### config.mk
export PLATFORM = sky130hd
export DESIGN_NAME = irq_source_routing_matrix
export DESIGN_NICKNAME = d
export VERILOG_FILES = /design/src/verilog/irq_route_pkg.sv /design/src/verilog/irq_route_decode.sv /design/src/verilog/irq_source_routing_matrix.sv
export SDC_FILE = /design/constraint.sdc
export NUM_CORES = 1
export LEC_CHECK = 0
export BUFFER_PORTS_ARGS = -buffer_cell sky130_fd_sc_hd__buf_2
export CAP_MARGIN = 15
export CORE_ASPECT_RATIO = 0.5
export CORE_MARGIN = 2
export CORE_UTILIZATION = 45
export CTS_BUF_LIST = sky130_fd_sc_hd__clkbuf_16
export CTS_CLUSTER_SIZE = 24
export DETAILED_ROUTE_END_ITERATION = 8
export GPL_TIMING_DRIVEN = 0
export PLACE_DENSITY = 0.7
export SYNTH_ARGS = -nofsm -noshare
export SYNTH_HDL_FRONTEND = slang
export SYNTH_SLANG_ARGS = --single-unit
### constraint.sdc
create_clock -name clk -period 1.82 [get_ports clk]
set_input_delay 0.091 -clock clk [delete_from_list [all_inputs] [get_ports clk]]
set_output_delay 0.091 -clock clk [all_outputs]
set_load 0.02 [all_outputs]
### src/verilog/irq_route_pkg.sv
// Function
// - Selector zero routes the source nowhere
// - Legal nonzero selector drives matching channel number
// - Offset 6Ch holds INTA/INTB selectors, resets 00h
// - Offset 6Dh holds INTC/INTD selectors, resets 00h
// - Offset 6Eh keyboard/pointer selectors, resets C1h
// - Offset 6Fh expansion 0/1 selectors, resets 00h
// - Routing registers are 8-bit RW in function 1
// - Each channel has edge/level select bit
package irq_route_pkg;

  // Configuration space location of the routing block
  localparam logic [2:0] ROUTE_FUNC          = 3'h1;
  localparam logic [7:0] PCI_INT_AB_OFFSET   = 8'h6c;
  localparam logic [7:0] PCI_INT_CD_OFFSET   = 8'h6d;
  localparam logic [7:0] KBD_MOUSE_OFFSET    = 8'h6e;
  localparam logic [7:0] EXPANSION_OFFSET    = 8'h6f;
  localparam logic [7:0] TRIGGER_LO_OFFSET   = 8'h66;
  localparam logic [7:0] TRIGGER_HI_OFFSET   = 8'h67;

  // Reset values
  localparam logic [7:0] PCI_INT_AB_RESET    = 8'h00;
  localparam logic [7:0] PCI_INT_CD_RESET    = 8'h00;
  localparam logic [7:0] KBD_MOUSE_RESET     = 8'hc1;
  localparam logic [7:0] EXPANSION_RESET     = 8'h00;
  localparam logic [7:0] TRIGGER_RESET       = 8'h00;

  // Selector field layout inside each routing byte
  localparam int         SEL_WIDTH           = 4;
  localparam int         LOW_SEL_LSB         = 0;
  localparam int         HIGH_SEL_LSB        = 4;

  // Selector codes with no defined route
  localparam logic [3:0] SEL_NONE            = 4'h0;
  localparam logic [3:0] SEL_RSVD_A          = 4'h2;
  localparam logic [3:0] SEL_RSVD_B          = 4'h8;
  localparam logic [3:0] SEL_RSVD_C          = 4'hd;

  // Channel count of the cascaded controller pair
  localparam int         NUM_CHANNELS        = 16;
  localparam int         NUM_SOURCES         = 8;

  // Source order on the routing bus
  localparam int         SRC_INTA            = 0;
  localparam int         SRC_INTB            = 1;
  localparam int         SRC_INTC            = 2;
  localparam int         SRC_INTD            = 3;
  localparam int         SRC_KBD             = 4;
  localparam int         SRC_MOUSE           = 5;
  localparam int         SRC_EXP0            = 6;
  localparam int         SRC_EXP1            = 7;

  // A selector code that maps to a real channel
  function automatic logic sel_is_routed(input logic [3:0] sel);
    sel_is_routed = (sel != SEL_NONE) && (sel != SEL_RSVD_A) &&
                    (sel != SEL_RSVD_B) && (sel != SEL_RSVD_C);
  endfunction : sel_is_routed

endpackage : irq_route_pkg

### src/verilog/irq_route_decode.sv
`timescale 1ns/1ps
// One source steered onto the channel vector by its selector
module irq_route_decode
  import irq_route_pkg::*;
#(
  parameter int CHANNELS = NUM_CHANNELS
) (
  input  wire logic [3:0]          sel,
  input  wire logic                request,
  output logic      [CHANNELS-1:0] channel_hit
);

  if (CHANNELS != 16) begin : g_bad_channels
    $error("irq_route_decode needs 16 channels");
  end

  // Zero and reserved codes drive nothing; legal code n drives channel n
  always_comb begin
    channel_hit = '0;
    if (request && sel_is_routed(sel)) begin
      channel_hit[sel] = 1'b1;
    end
  end

endmodule : irq_route_decode

### src/verilog/irq_source_routing_matrix.sv
`timescale 1ns/1ps
// Routing matrix: eight interrupt sources onto sixteen controller channels.
// Configuration accesses arrive as byte cycles already decoded to this device;
// the function number is checked here so only function 1 reaches the registers.
module irq_source_routing_matrix
  import irq_route_pkg::*;
#(
  parameter int CHANNELS = NUM_CHANNELS
) (
  input  wire logic                clk,
  input  wire logic                rstn,
  // Configuration cycle port
  input  wire logic                cfg_wr,
  input  wire logic                cfg_rd,
  input  wire logic [2:0]          cfg_func,
  input  wire logic [7:0]          cfg_offset,
  input  wire logic [7:0]          cfg_wdata,
  output logic      [7:0]          cfg_rdata,
  output logic                     cfg_rd_ack,
  // Interrupt sources
  input  wire logic [3:0]          pci_int_n,
  input  wire logic                keyboard_request,
  input  wire logic                pointer_request,
  input  wire logic                expansion_request_0,
  input  wire logic                expansion_request_1,
  // Controller side
  output logic      [CHANNELS-1:0] channel_request,
  output logic      [CHANNELS-1:0] channel_level_sel
);

  if (CHANNELS != 16) begin : g_bad_channels
    $error("irq_source_routing_matrix needs 16 channels");
  end

  // The selector block below is wired for two 4-bit nibbles per byte and
  // eight sources; any other package layout would silently misroute
  if (SEL_WIDTH != 4) begin : g_bad_width
    $error("irq_source_routing_matrix needs 4-bit selectors");
  end
  if (LOW_SEL_LSB != 0 || HIGH_SEL_LSB != 4) begin : g_bad_nibbles
    $error("irq_source_routing_matrix needs selectors at bits 3:0 and 7:4");
  end
  if (NUM_SOURCES != 8) begin : g_bad_sources
    $error("irq_source_routing_matrix routes exactly eight sources");
  end

  // Register addressed by a configuration cycle; REG_NONE also covers
  // cycles meant for another function of the device
  typedef enum {
    REG_NONE,
    REG_INT_AB,
    REG_INT_CD,
    REG_KBD_MOUSE,
    REG_EXPANSION,
    REG_TRIGGER_LO,
    REG_TRIGGER_HI
  } reg_sel_t;

  // One map shared by the write and read paths, so the two can never
  // disagree about which byte an offset names
  function automatic reg_sel_t decode_offset(input logic [2:0] func,
                                             input logic [7:0] offset);
    reg_sel_t sel;
    sel = REG_NONE;
    if (func == ROUTE_FUNC) begin
      unique case (offset)
        PCI_INT_AB_OFFSET: sel = REG_INT_AB;
        PCI_INT_CD_OFFSET: sel = REG_INT_CD;
        KBD_MOUSE_OFFSET:  sel = REG_KBD_MOUSE;
        EXPANSION_OFFSET:  sel = REG_EXPANSION;
        TRIGGER_LO_OFFSET: sel = REG_TRIGGER_LO;
        TRIGGER_HI_OFFSET: sel = REG_TRIGGER_HI;
        default:           sel = REG_NONE; // Left for other responders
      endcase
    end
    return sel;
  endfunction : decode_offset

  // All state of the block
  // Outputs are fields here too, so every pin leaves a flip-flop
  typedef struct packed {
    logic [7:0]          pci_int_ab_route;
    logic [7:0]          pci_int_cd_route;
    logic [7:0]          kbd_mouse_route;
    logic [7:0]          expansion_irq01_route;
    logic [CHANNELS-1:0] level_sel;
    logic [CHANNELS-1:0] chan_req;
    logic [7:0]          rdata;
    logic                rd_ack;
  } state_t;

  state_t state_reg;
  state_t state_next;

  logic [NUM_SOURCES-1:0]   src_req;
  logic [3:0]               src_sel [NUM_SOURCES];
  logic [CHANNELS-1:0]      src_hit [NUM_SOURCES];
  logic [CHANNELS-1:0]      merged_req;
  reg_sel_t                 access_sel;

  // PCI lines are active low; invert before they meet the matrix
  always_comb begin
    src_req[SRC_INTA]  = ~pci_int_n[0];
    src_req[SRC_INTB]  = ~pci_int_n[1];
    src_req[SRC_INTC]  = ~pci_int_n[2];
    src_req[SRC_INTD]  = ~pci_int_n[3];
    // The remaining sources already arrive active high
    src_req[SRC_KBD]   = keyboard_request;
    src_req[SRC_MOUSE] = pointer_request;
    src_req[SRC_EXP0]  = expansion_request_0;
    src_req[SRC_EXP1]  = expansion_request_1;
  end

  // Selector nibbles as laid out in the routing bytes
  always_comb begin
    src_sel[SRC_INTA]  = state_reg.pci_int_ab_route[LOW_SEL_LSB +: SEL_WIDTH];
    src_sel[SRC_INTB]  = state_reg.pci_int_ab_route[HIGH_SEL_LSB +: SEL_WIDTH];
    src_sel[SRC_INTC]  = state_reg.pci_int_cd_route[LOW_SEL_LSB +: SEL_WIDTH];
    src_sel[SRC_INTD]  = state_reg.pci_int_cd_route[HIGH_SEL_LSB +: SEL_WIDTH];
    src_sel[SRC_KBD]   = state_reg.kbd_mouse_route[LOW_SEL_LSB +: SEL_WIDTH];
    src_sel[SRC_MOUSE] = state_reg.kbd_mouse_route[HIGH_SEL_LSB +: SEL_WIDTH];
    src_sel[SRC_EXP0]  = state_reg.expansion_irq01_route[LOW_SEL_LSB +: SEL_WIDTH];
    src_sel[SRC_EXP1]  = state_reg.expansion_irq01_route[HIGH_SEL_LSB +: SEL_WIDTH];
  end

  // One decoder per source
  // Each decoder sets at most one channel bit; zero and reserved codes none
  for (genvar s = 0; s < NUM_SOURCES; s++) begin : g_src
    irq_route_decode #(
      .CHANNELS    (CHANNELS)
    ) u_decode (
      .sel         (src_sel[s]),
      .request     (src_req[s]),
      .channel_hit (src_hit[s])
    );
  end

  // Sources that share a channel are wire-ORed, as on a shared IRQ line
  // A source routed nowhere adds no bits, so it cannot mask a neighbour
  always_comb begin
    merged_req = '0;
    for (int s = 0; s < NUM_SOURCES; s++) begin
      merged_req = merged_req | src_hit[s];
    end
  end

  // Only function 1 cycles at mapped offsets are ours; the rest answer elsewhere
  assign access_sel = decode_offset(cfg_func, cfg_offset);

  // Register writes, read answer and registered channel outputs
  always_comb begin
    state_next          = state_reg;
    state_next.chan_req = merged_req;
    state_next.rd_ack   = 1'b0;
    state_next.rdata    = '0;
    // Byte writes; cycles for other functions or unmapped offsets are dropped
    if (cfg_wr) begin
      unique case (access_sel)
        REG_INT_AB:     state_next.pci_int_ab_route      = cfg_wdata;
        REG_INT_CD:     state_next.pci_int_cd_route      = cfg_wdata;
        REG_KBD_MOUSE:  state_next.kbd_mouse_route       = cfg_wdata;
        REG_EXPANSION:  state_next.expansion_irq01_route = cfg_wdata;
        REG_TRIGGER_LO: state_next.level_sel[7:0]        = cfg_wdata;
        REG_TRIGGER_HI: state_next.level_sel[15:8]       = cfg_wdata;
        REG_NONE:       ;
      endcase
    end
    // A read returns the value held before a same-cycle write
    // Unmapped reads leave the ack low so another responder may claim the cycle
    if (cfg_rd) begin
      unique case (access_sel)
        REG_INT_AB: begin
          state_next.rdata  = state_reg.pci_int_ab_route;
          state_next.rd_ack = 1'b1;
        end
        REG_INT_CD: begin
          state_next.rdata  = state_reg.pci_int_cd_route;
          state_next.rd_ack = 1'b1;
        end
        REG_KBD_MOUSE: begin
          state_next.rdata  = state_reg.kbd_mouse_route;
          state_next.rd_ack = 1'b1;
        end
        REG_EXPANSION: begin
          state_next.rdata  = state_reg.expansion_irq01_route;
          state_next.rd_ack = 1'b1;
        end
        REG_TRIGGER_LO: begin
          state_next.rdata  = state_reg.level_sel[7:0];
          state_next.rd_ack = 1'b1;
        end
        REG_TRIGGER_HI: begin
          state_next.rdata  = state_reg.level_sel[15:8];
          state_next.rd_ack = 1'b1;
        end
        REG_NONE: ; // No answer, so another responder can claim it
      endcase
    end
  end

  // Defaults load at reset; keyboard on channel 1, pointer on 12
  // The reset branch loads constants only, never a live input
  always_ff @(posedge clk or negedge rstn) begin
    if (!rstn) begin
      state_reg.pci_int_ab_route      <= PCI_INT_AB_RESET;
      state_reg.pci_int_cd_route      <= PCI_INT_CD_RESET;
      state_reg.kbd_mouse_route       <= KBD_MOUSE_RESET;
      state_reg.expansion_irq01_route <= EXPANSION_RESET;
      // Every channel starts edge sensed
      state_reg.level_sel             <= {TRIGGER_RESET, TRIGGER_RESET};
      state_reg.chan_req              <= '0;
      state_reg.rdata                 <= '0;
      state_reg.rd_ack                <= 1'b0;
    end else begin
      state_reg <= state_next;
    end
  end

  // Outputs straight from flip-flops; one cycle of latency is the price
  // A source change reaches the controller one edge later
  assign channel_request   = state_reg.chan_req;
  assign channel_level_sel = state_reg.level_sel;
  assign cfg_rdata         = state_reg.rdata;
  assign cfg_rd_ack        = state_reg.rd_ack;

endmodule : irq_source_routing_matrix

== Word level (Yosys, flattened, before mapping) ==
Index checks and enable logic that the tools add are counted.
Word-level totals
  flip-flop bits (word level): 73
  ROM bits: 0
  latch bits: 0
  memories: 0
  input bits: 31
  RAM bits: 0
Operators by class
  multiply operators: 0
  bitwise logic cells: 11
  magnitude comparators: 16
  add/sub/neg operators: 0
  reductions and logical operators: 54
  shift-type cells: 0
  multiplexer cells: 28
  eq/ne operators: 37
  divide/modulo/power cells: 0
Operators with widths (number)
  16-bit two-way mux: 8
  16-bit OR: 7
  4-bit != test, second input constant: 16
  9-bit one-hot mux with 6 select lines: 1
  8-bit by 7-bit == test with 1-bit output, second input constant: 6
  1-bit logical AND: 40
  4-bit by 5-bit less-than comparator with 1-bit output, second input constant: 8
  1-bit demux with 4-bit select: 8
  4-bit by 1-bit greater-or-equal comparator with 1-bit output, second input constant: 8
  4-bit by 2-bit != test with 1-bit output, second input constant: 8
  4-bit nonzero test: 8
  3-bit one-hot mux with 6 select lines: 1
  2-bit AND reduction: 6
  3-bit == test, second input constant: 3
  9-bit two-way mux: 1
  1-bit two-way mux: 8
  3-bit by 1-bit == test with 1-bit output, second input constant: 2
  3-bit by 2-bit == test with 1-bit output, second input constant: 2
  1-bit inverter: 4
  3-bit two-way mux: 1

== Longest topological paths before layout ==
Gate-level depths: netlist of run 1.
  depth after elaboration: 13
  depth in mapped cells: 6
  mapped depth without buffers: 4

== Cells and area by module ==
A second synthesis of run 1 with hierarchy kept.
Second synthesis, totals
  cells, all modules: 446
  area, all modules: 4262.8 µm²
Modules (own cells, without submodules)
  irq_source_routing_matrix: area an instance 3251.9 µm², times used 1, cells each 254, seq. area each 1830.5 µm²
  irq_route_decode: area an instance 126.4 µm², times used 8, cells each 24, seq. area each 0.0 µm²

== Worst setup path before layout of run 1 ==
Ideal clock, no wire load.
  path kind: register to register
  start point: register state_reg, in the netlist src_sel[10]
  end point: register state_reg, in the netlist channel_request[9]
  arrival time: 1296 ps
  required time: 1673 ps
  stages on the path, launching flop included: 5
  setup time: 147 ps
  buffers on the path: 1
  setup slack: 378 ps
  cell sequence: dfstp_2 -> clkbuf_1 -> nor3_1 -> a2111oi_0 -> o2111ai_1
Between the ends
  longest elaborated chain between the ends: 9
Ends and longest elaborated chain
  from (decl): RTL line irq_source_routing_matrix.sv:92  | state_t state_reg;
  from (signal assigned): RTL line irq_source_routing_matrix.sv:215  | state_reg <= state_next;
  parallel branches: the longest is 5 deep, another holds 4-bit by 5-bit less-than comparator with 1-bit output
  16-bit two-way mux (*): RTL line irq_route_decode.sv:20  | if (request && sel_is_routed(sel)) begin
  16-bit OR (*) (3 in a row): RTL line irq_source_routing_matrix.sv:143  | merged_req = merged_req | src_hit[s];
  via merged_req[9]: RTL line irq_source_routing_matrix.sv:98  | logic [CHANNELS-1:0] merged_req;
Mark *: on every way through the listed nets, which the timed path passes.
A chain may end at the register's enable or synchronous reset.

== Worst setup path in the final report of run 1 ==
  start point: register state_reg, in the netlist src_sel[2]
  end point: register state_reg, in the netlist channel_request[10]
Between the ends
  longest elaborated chain between the ends: 7
Ends and longest elaborated chain (RTL line)
  parallel branches: the longest is 5 deep, another holds 4-bit by 5-bit less-than comparator with 1-bit output
  16-bit two-way mux (*): irq_route_decode.sv:20
  16-bit OR (*): irq_source_routing_matrix.sv:143
  via merged_req[10]: irq_source_routing_matrix.sv:98
Marks and branches as above.

==> impl_metrics.json, run 1 <==
{
  "htree_levels": 3,
  "worstSetupPathType": "flip-flop to flip-flop",
  "critPathTopFamily": "buffers and inverters",
  "path_max_fanout": 10,
  "p_int_mw": 2.78,
  "p_leak_nw": 2.36,
  "start_util": 0.462,
  "synth_top_area_frac": 0.437,
  "rows": 24,
  "clock_path_buffers": 2,
  "synthTopCellsByArea": "dfrtp_1, mux2_2, mux2_4",
  "hold_path.class": "primary input to flip-flop",
  "status": "finished clean",
  "cp.depth": 5,
  "nets": 475,
  "cts_made_buffers": 9,
  "postSynthCellCount": 361,
  "max_freq_mhz": 583,
  "synth_warnings": 0,
  "final.setup.tns_ns": 0,
  "reg2reg_slack_ns": 0.11,
  "p_per_area_nw_per_um2": 756,
  "max_cap_violations": 0,
  "syn_to_final_growth_pct": 20.2,
  "r2r_end": "channel_request[10]",
  "r2r_cells": 5,
  "yosysTopAreaCell": "dfrtp_1",
  "total_power_mw": 3.65,
  "combinationalPowerShare": 0.062,
  "power.share.clock": 0.485,
  "endpoint_kind": "flip-flop",
  "drtAntennaViolNets": 0,
  "crit_chain": "clkbuf_1 -> nand2b_1 -> o32ai_1 -> a311oi_1 -> nand3_1",
  "routabilityCongestion": 0.999,
  "switching_share": 0.238,
  "hpwl_um": 8190,
  "pre_cts_slack_ns": -0.155,
  "num_vias": 3397,
  "hold_violations": 0,
  "cts.sink_count": 73,
  "diodes": 0,
  "gr-total-overflow": 0,
  "viasPerCell": 6.01,
  "tightest_slew_ns": 0.920,
  "cp_num_buf_inv": 1,
  "io_buffer_count": 69,
  "drive_above_1_share": 0.355,
  "placeableCoreArea_um2": 8680,
  "drt-total-wl_um": 11400,
  "num_io_pins": 72,
  "dieHeight_um": 70.8,
  "setup_viol": 0,
  "antenna_found_initial": 0,
  "yosysSeqAreaShare": 0.456,
  "tritoncts": "built",
  "endpoint": "channel_request[10]",
  "worst_slew_margin_rel": 0.387,
  "first_pass_iters": 8,
  "layout_setup_ws_ns": 0.105,
  "ir_drop_mv": 0.440,
  "pwr-share-seq": 0.453,
  "fin_crit_sh": 0.942,
  "ys_ff_latch": 73,
  "final_util": 0.556,
  "dieArea_um2": 9730,
  "synth_flop_cell": "dfrtp_1",
  "rsz0062_at_grt": "no",
  "clk_latency_ns": 0.34,
  "synth_area_um2": 4010,
  "setup.worst_path.start_class": "flip-flop",
  "synth_edf_count": 0,
  "synth.distinct_cells": 49,
  "route.detailed.drc": 0,
  "whs_ns": 0.0654,
  "cts_root_buf": "clkbuf_16",
  "drt_iter0_drc": 434,
  "wl_per_cell_um": 20.2,
  "drv_slew": 0,
  "async_flop_share": 1.00,
  "setup.worst_path.start": "src_sel[2]",
  "fp.dieW_um": 138,
  "power_switching_mw": 0.868,
  "slowest_delay_ns": 0.44,
  "required_ns": 2.01,
  "grt_max_degree": 74,
  "syn_area_per_cell_um2": 11.1,
  "timing.rr.start": "src_sel[2]",
  "crit_path_top_delay_cell": "clkbuf_1",
  "worst_ep_arrival_time_ns": 1.91,
  "grt_pass1_vias": 3168,
  "grt_pass1_wl_um": 17600,
  "grt_usage": 0.247,
  "final.min_clock_period_ns": 1.71,
  "finClkSkew_ns": 0.0138,
  "clk_pin_slew_ns": 0.06
}
==> through the flow <==
stage,instances,instance area (um2)
3_5_place_dp,550,4520
5_1_grt,565,4820
4_1_cts,565,4820
6_report,565,4820
2_1_floorplan,364,4020
3_3_place_gp,550,4510
==> worst register-to-register path, stage by stage, from the launching register on <==
cell,delay (ns)
dfrtp_1,0.34
clkbuf_1,0.44
nand2b_1,0.26
o32ai_1,0.11
a311oi_1,0.27
nand3_1,0.14
==> per-layer routing <==
metal | share of wire | global-route usage | up-vias | wire, um
met2 | 0.42 | 0.347 | 184 | 4820
met1 | 0.46 | 0.373 | 1669 | 5240
li1 | - | - | 1511 | -
met4 | 0.025 | 0.0813 | 0 | 289
met5 | 0 | 0 | - | 0
met3 | 0.095 | 0.0581 | 33 | 1090
==> logic make-up after synthesis <==
group	share of synthesized area
AO/OA/AOI/OAI	0.102
buffers and inverters	0.0268
flip-flops	0.456
multiplexers	0.192
other	0.000935
AND/OR/NAND/NOR	0.222
==> synthesized netlist by cell type, types with 7 or more instances <==
master    number
nand3b_1       9
mux2_4         8
mux2i_1       11
nor3_1        12
nor2_1        32
nand2b_1       9
a21oi_1       22
clkbuf_1      10
nand4_1        7
nand2_1       14
dfrtp_1       70
nor3b_1       12
mux2_2        40
nor2b_1        9
nand3_1       13
==> layout make-up <==
class                   instances  area, um2
clock inverters                 6       68.8
repair buffers                 70        358
inverters                       6       22.5
well taps                     117        146
flip-flops and latches         73       1830
clock buffers                   9        225
multi-input cells             267       2090
fillers                       742       3860
plain buffers                  17       81.3
==> cells in the final DEF, fill, tap and decap left out, drive strengths merged, types with 3 or more instances in the layout <==
cell type and n:
or3b 3, a21oi 22, mux4 4, nand2b 9
inv 7, and3 3, mux2i 11, clkinv 3
nand4b 3, nand3 14, dfstp 3, nor2b 9
nand3b 9, and2 3, a31oi 6, mux2 48
a211oi 3, clkbuf 18, nor2 33, nor3b 13
a22oi 3, buf 77, nor3 12, a32oi 5
o22ai 6, nand2 14, nand4 7, conb 4
dfrtp 70, a21o 4
==> power by group through the flow <==
stage	Sequential [mW]	Combinational, mW	Clock [mW]
global placement	1.68	0.220	0
floorplan	1.69	0.0927	0
detailed placement	1.68	0.224	0
CTS	1.65	0.227	1.79
finish	1.65	0.226	1.77
global route	1.65	0.246	1.87
==> how the worst min path moves through the flow <==
stage | end | from | slack (ns) | cells after the start
final | src_sel[24] | cfg_wdata[4] | 0.07 | 2
after global routing | src_sel[24] | cfg_wdata[4] | 0.07 | 2
after CTS | src_sel[30] | cfg_wdata[2] | 0.06 | 2
after detailed placement | channel_level_sel[0] | rstn | 0.29 | 1
after global placement | src_sel[30] | cfg_wdata[2] | 0.40 | 2
after floorplan | cfg_rd_ack | rstn | -0.20 | 0
==> sequential cells by signal (all words and copies together) (netlist names) <==
signal	cells
channel_level_sel	16
src_sel	32
cfg_rd_ack	1
channel_request	16
cfg_rdata	8
==> timing repair <==
| action | 4_1_cts | 5_1_grt |
|---|---|---|
| gates resized for setup | 1 | 1 |
| endpoints found under the setup margin | 1 | 1 |
| buffers inserted | 0 | 0 |
| hold endpoints to repair | 70 | 0 |
| hold buffers | 1 | 0 |
No activity file was read; power rests on OpenSTA's default activity.
==> run 2, diff against run 1 <==
--- a/config.mk
+++ b/config.mk
@@ -11,6 +11,7 @@
 export CORE_MARGIN = 2
 export CORE_UTILIZATION = 45
 export CTS_BUF_LIST = sky130_fd_sc_hd__clkbuf_16
+export CTS_CLUSTER_DIAMETER = 100
 export CTS_CLUSTER_SIZE = 24
 export DETAILED_ROUTE_END_ITERATION = 8
 export GPL_TIMING_DRIVEN = 0
==> constraint.sdc (replaced) <==
create_clock -name clk -period 1.95 [get_ports clk]
set_input_delay 0.0975 -clock clk [delete_from_list [all_inputs] [get_ports clk]]
set_output_delay 0.0975 -clock clk [all_outputs]
set_load 0.02 [all_outputs]
==> run 2 against run 1 <==
  * Core utilization about the same
  * Die area unchanged
  * Sequential share of layout area about the same
  * Largest cell class unchanged
==> impl_metrics.json, run 2 (same netlist as run 1, synthesis figures left out) <==
{
  "num_io_pins": 72,
  "mostFrequentLayoutCells": "buf_2, dfrtp_1, mux2_2",
  "fin_crit_sh": 0.950,
  "critPathTopFamily": "compound AO/OA/AOI/OAI gates",
  "num_vias": 3377,
  "syn_to_final_growth_pct": 20.3,
  "slowest_delay_ns": 0.52,
  "grt_usage": 0.247,
  "start_util": 0.462,
  "hold_path.class": "primary input to flip-flop",
  "crit_chain": "clkbuf_1 -> nor3_1 -> a2111oi_2 -> o2111ai_1",
  "dieHeight_um": 70.8,
  "p_leak_nw": 2.36,
  "cp_num_buf_inv": 1,
  "fp.dieW_um": 138,
  "fillers": 744,
  "drive_above_1_share": 0.354,
  "gr-total-overflow": 0,
  "path_max_fanout": 10,
  "reg2reg_slack_ns": 0.1,
  "viasPerCell": 5.97,
  "wl_per_cell_um": 20.2,
  "status": "finished clean",
  "ir_drop_mv": 0.409,
  "power_switching_mw": 0.807,
  "max_freq_mhz": 540,
  "layout.cells.non_filler": 566,
  "pre_cts_slack_ns": -0.0250,
  "rows": 24,
  "clk_latency_ns": 0.34,
  "first_pass_iters": 6,
  "required_ns": 2.13,
  "route.detailed.drc": 0,
  "worstSetupPathType": "flip-flop to flip-flop",
  "power.share.clock": 0.485,
  "drt-total-wl_um": 11400,
  "p_per_area_nw_per_um2": 705,
  "final_common_cell": "buf_2",
  "drt_iter0_drc": 380,
  "switching_share": 0.237,
  "dieArea_um2": 9730,
  "crit_path_top_delay_cell": "dfstp_2",
  "p_int_mw": 2.59,
  "grt_max_degree": 74,
  "finClkSkew_ns": 0.0141,
  "tritoncts": "built",
  "diodes": 0,
  "endpoint_kind": "flip-flop",
  "placeableCoreArea_um2": 8680,
  "hpwl_um": 8190,
  "largest_register_ffs": 32,
  "grt_pass1_vias": 3175,
  "postCtsSetupBuffers": 0,
  "worst_ep_arrival_time_ns": 2.03,
  "clk_pin_slew_ns": 0.06,
  "drv_slew": 0,
  "place_inst": 550,
  "layout_setup_ws_ns": 0.0979,
  "tightest_slew_ns": 0.904,
  "setup_viol": 0,
  "placed_cell_area_um2": 4520,
  "clock_path_buffers": 2,
  "fin_area_um2": 4830,
  "drtAntennaViolNets": 0,
  "worst_slew_margin_rel": 0.398,
  "htree_levels": 3,
  "routabilityCongestion": 0.999,
  "combinationalPowerShare": 0.062,
  "cts_made_buffers": 9,
  "final.min_clock_period_ns": 1.85,
  "setup.worst_path.start_class": "flip-flop",
  "cts.sink_count": 73,
  "pwr-share-seq": 0.453,
  "rsz0062_at_grt": "no",
  "cts_root_buf": "clkbuf_16",
  "hold_violations": 0,
  "antenna_found_initial": 0,
  "io_buffer_count": 69,
  "max_cap_violations": 0,
  "nets": 476,
  "grt_pass1_wl_um": 17600
}
run 2: cell count changes in the layout (fill, tap and decap cells not counted), sizes merged:
cell    previous run  this run
clkbuf            18        19
run 2: final timing paths:
kind	startpoint	end	depth (start not counted)
max	src_sel[10]	channel_request[9]	4
min	cfg_wdata[2]	src_sel[30]	2
max reg2reg	src_sel[10]	channel_request[9]	4
min reg2reg	channel_level_sel[1]	channel_level_sel[1]	1
max in group asynchronous	rstn	channel_request[3]	2
min in group asynchronous	rstn	channel_level_sel[0]	2
run 2: layout make-up:
cell class,instances,area (um2),area share
tap,117,146,0.0303
buffer,18,85.1,0.0176
clock inverter,6,68.8,0.0143
clock buffer,9,225,0.0467
multi-input combinational,267,2090,0.433
sequential,73,1830,0.379
timing repair buffer,70,358,0.0742
inverter,6,22.5,0.00467
run 2: metrics by stage:
stage / hold slack, ns / total power [mW] / TNS, ns / utilization
finish: 0.0726 / 3.40 / 0 / 0.556
global route: 0.0724 / 3.52 / 0 / 0.556
CTS: 0.0637 / 3.43 / 0 / 0.556
detailed placement: 0.296 / 1.78 / -0.0250 / 0.520
global placement: 0.410 / 1.77 / -0.111 / 0.520
floorplan: -0.198 / 1.66 / 0 / -
run 2: what timing repair did:
action / CTS / global route
resized for setup: 1 / 1
endpoints found under the hold margin: 70 / 0
hold buffers: 1 / 0
endpoints found under the setup margin: 1 / 1
run 2: power by group through the flow:
stage          clock, mW  combinational, mW  sequential [mW]
2_1_floorplan          0             0.0865             1.58
3_3_place_gp           0              0.206             1.57
3_5_place_dp           0              0.209             1.57
4_1_cts             1.67              0.212             1.54
5_1_grt             1.74              0.230             1.54
6_report            1.65              0.211             1.54
run 2: per-layer routing:
layer | part of all wire | global-route usage | vias to the layer above | wire (um)
met5 | 0 | 0 | - | 0
met4 | 0.028 | 0.0813 | 0 | 314
met3 | 0.084 | 0.0581 | 29 | 964
met2 | 0.42 | 0.348 | 170 | 4770
met1 | 0.47 | 0.373 | 1660 | 5370
li1 | - | - | 1518 | -
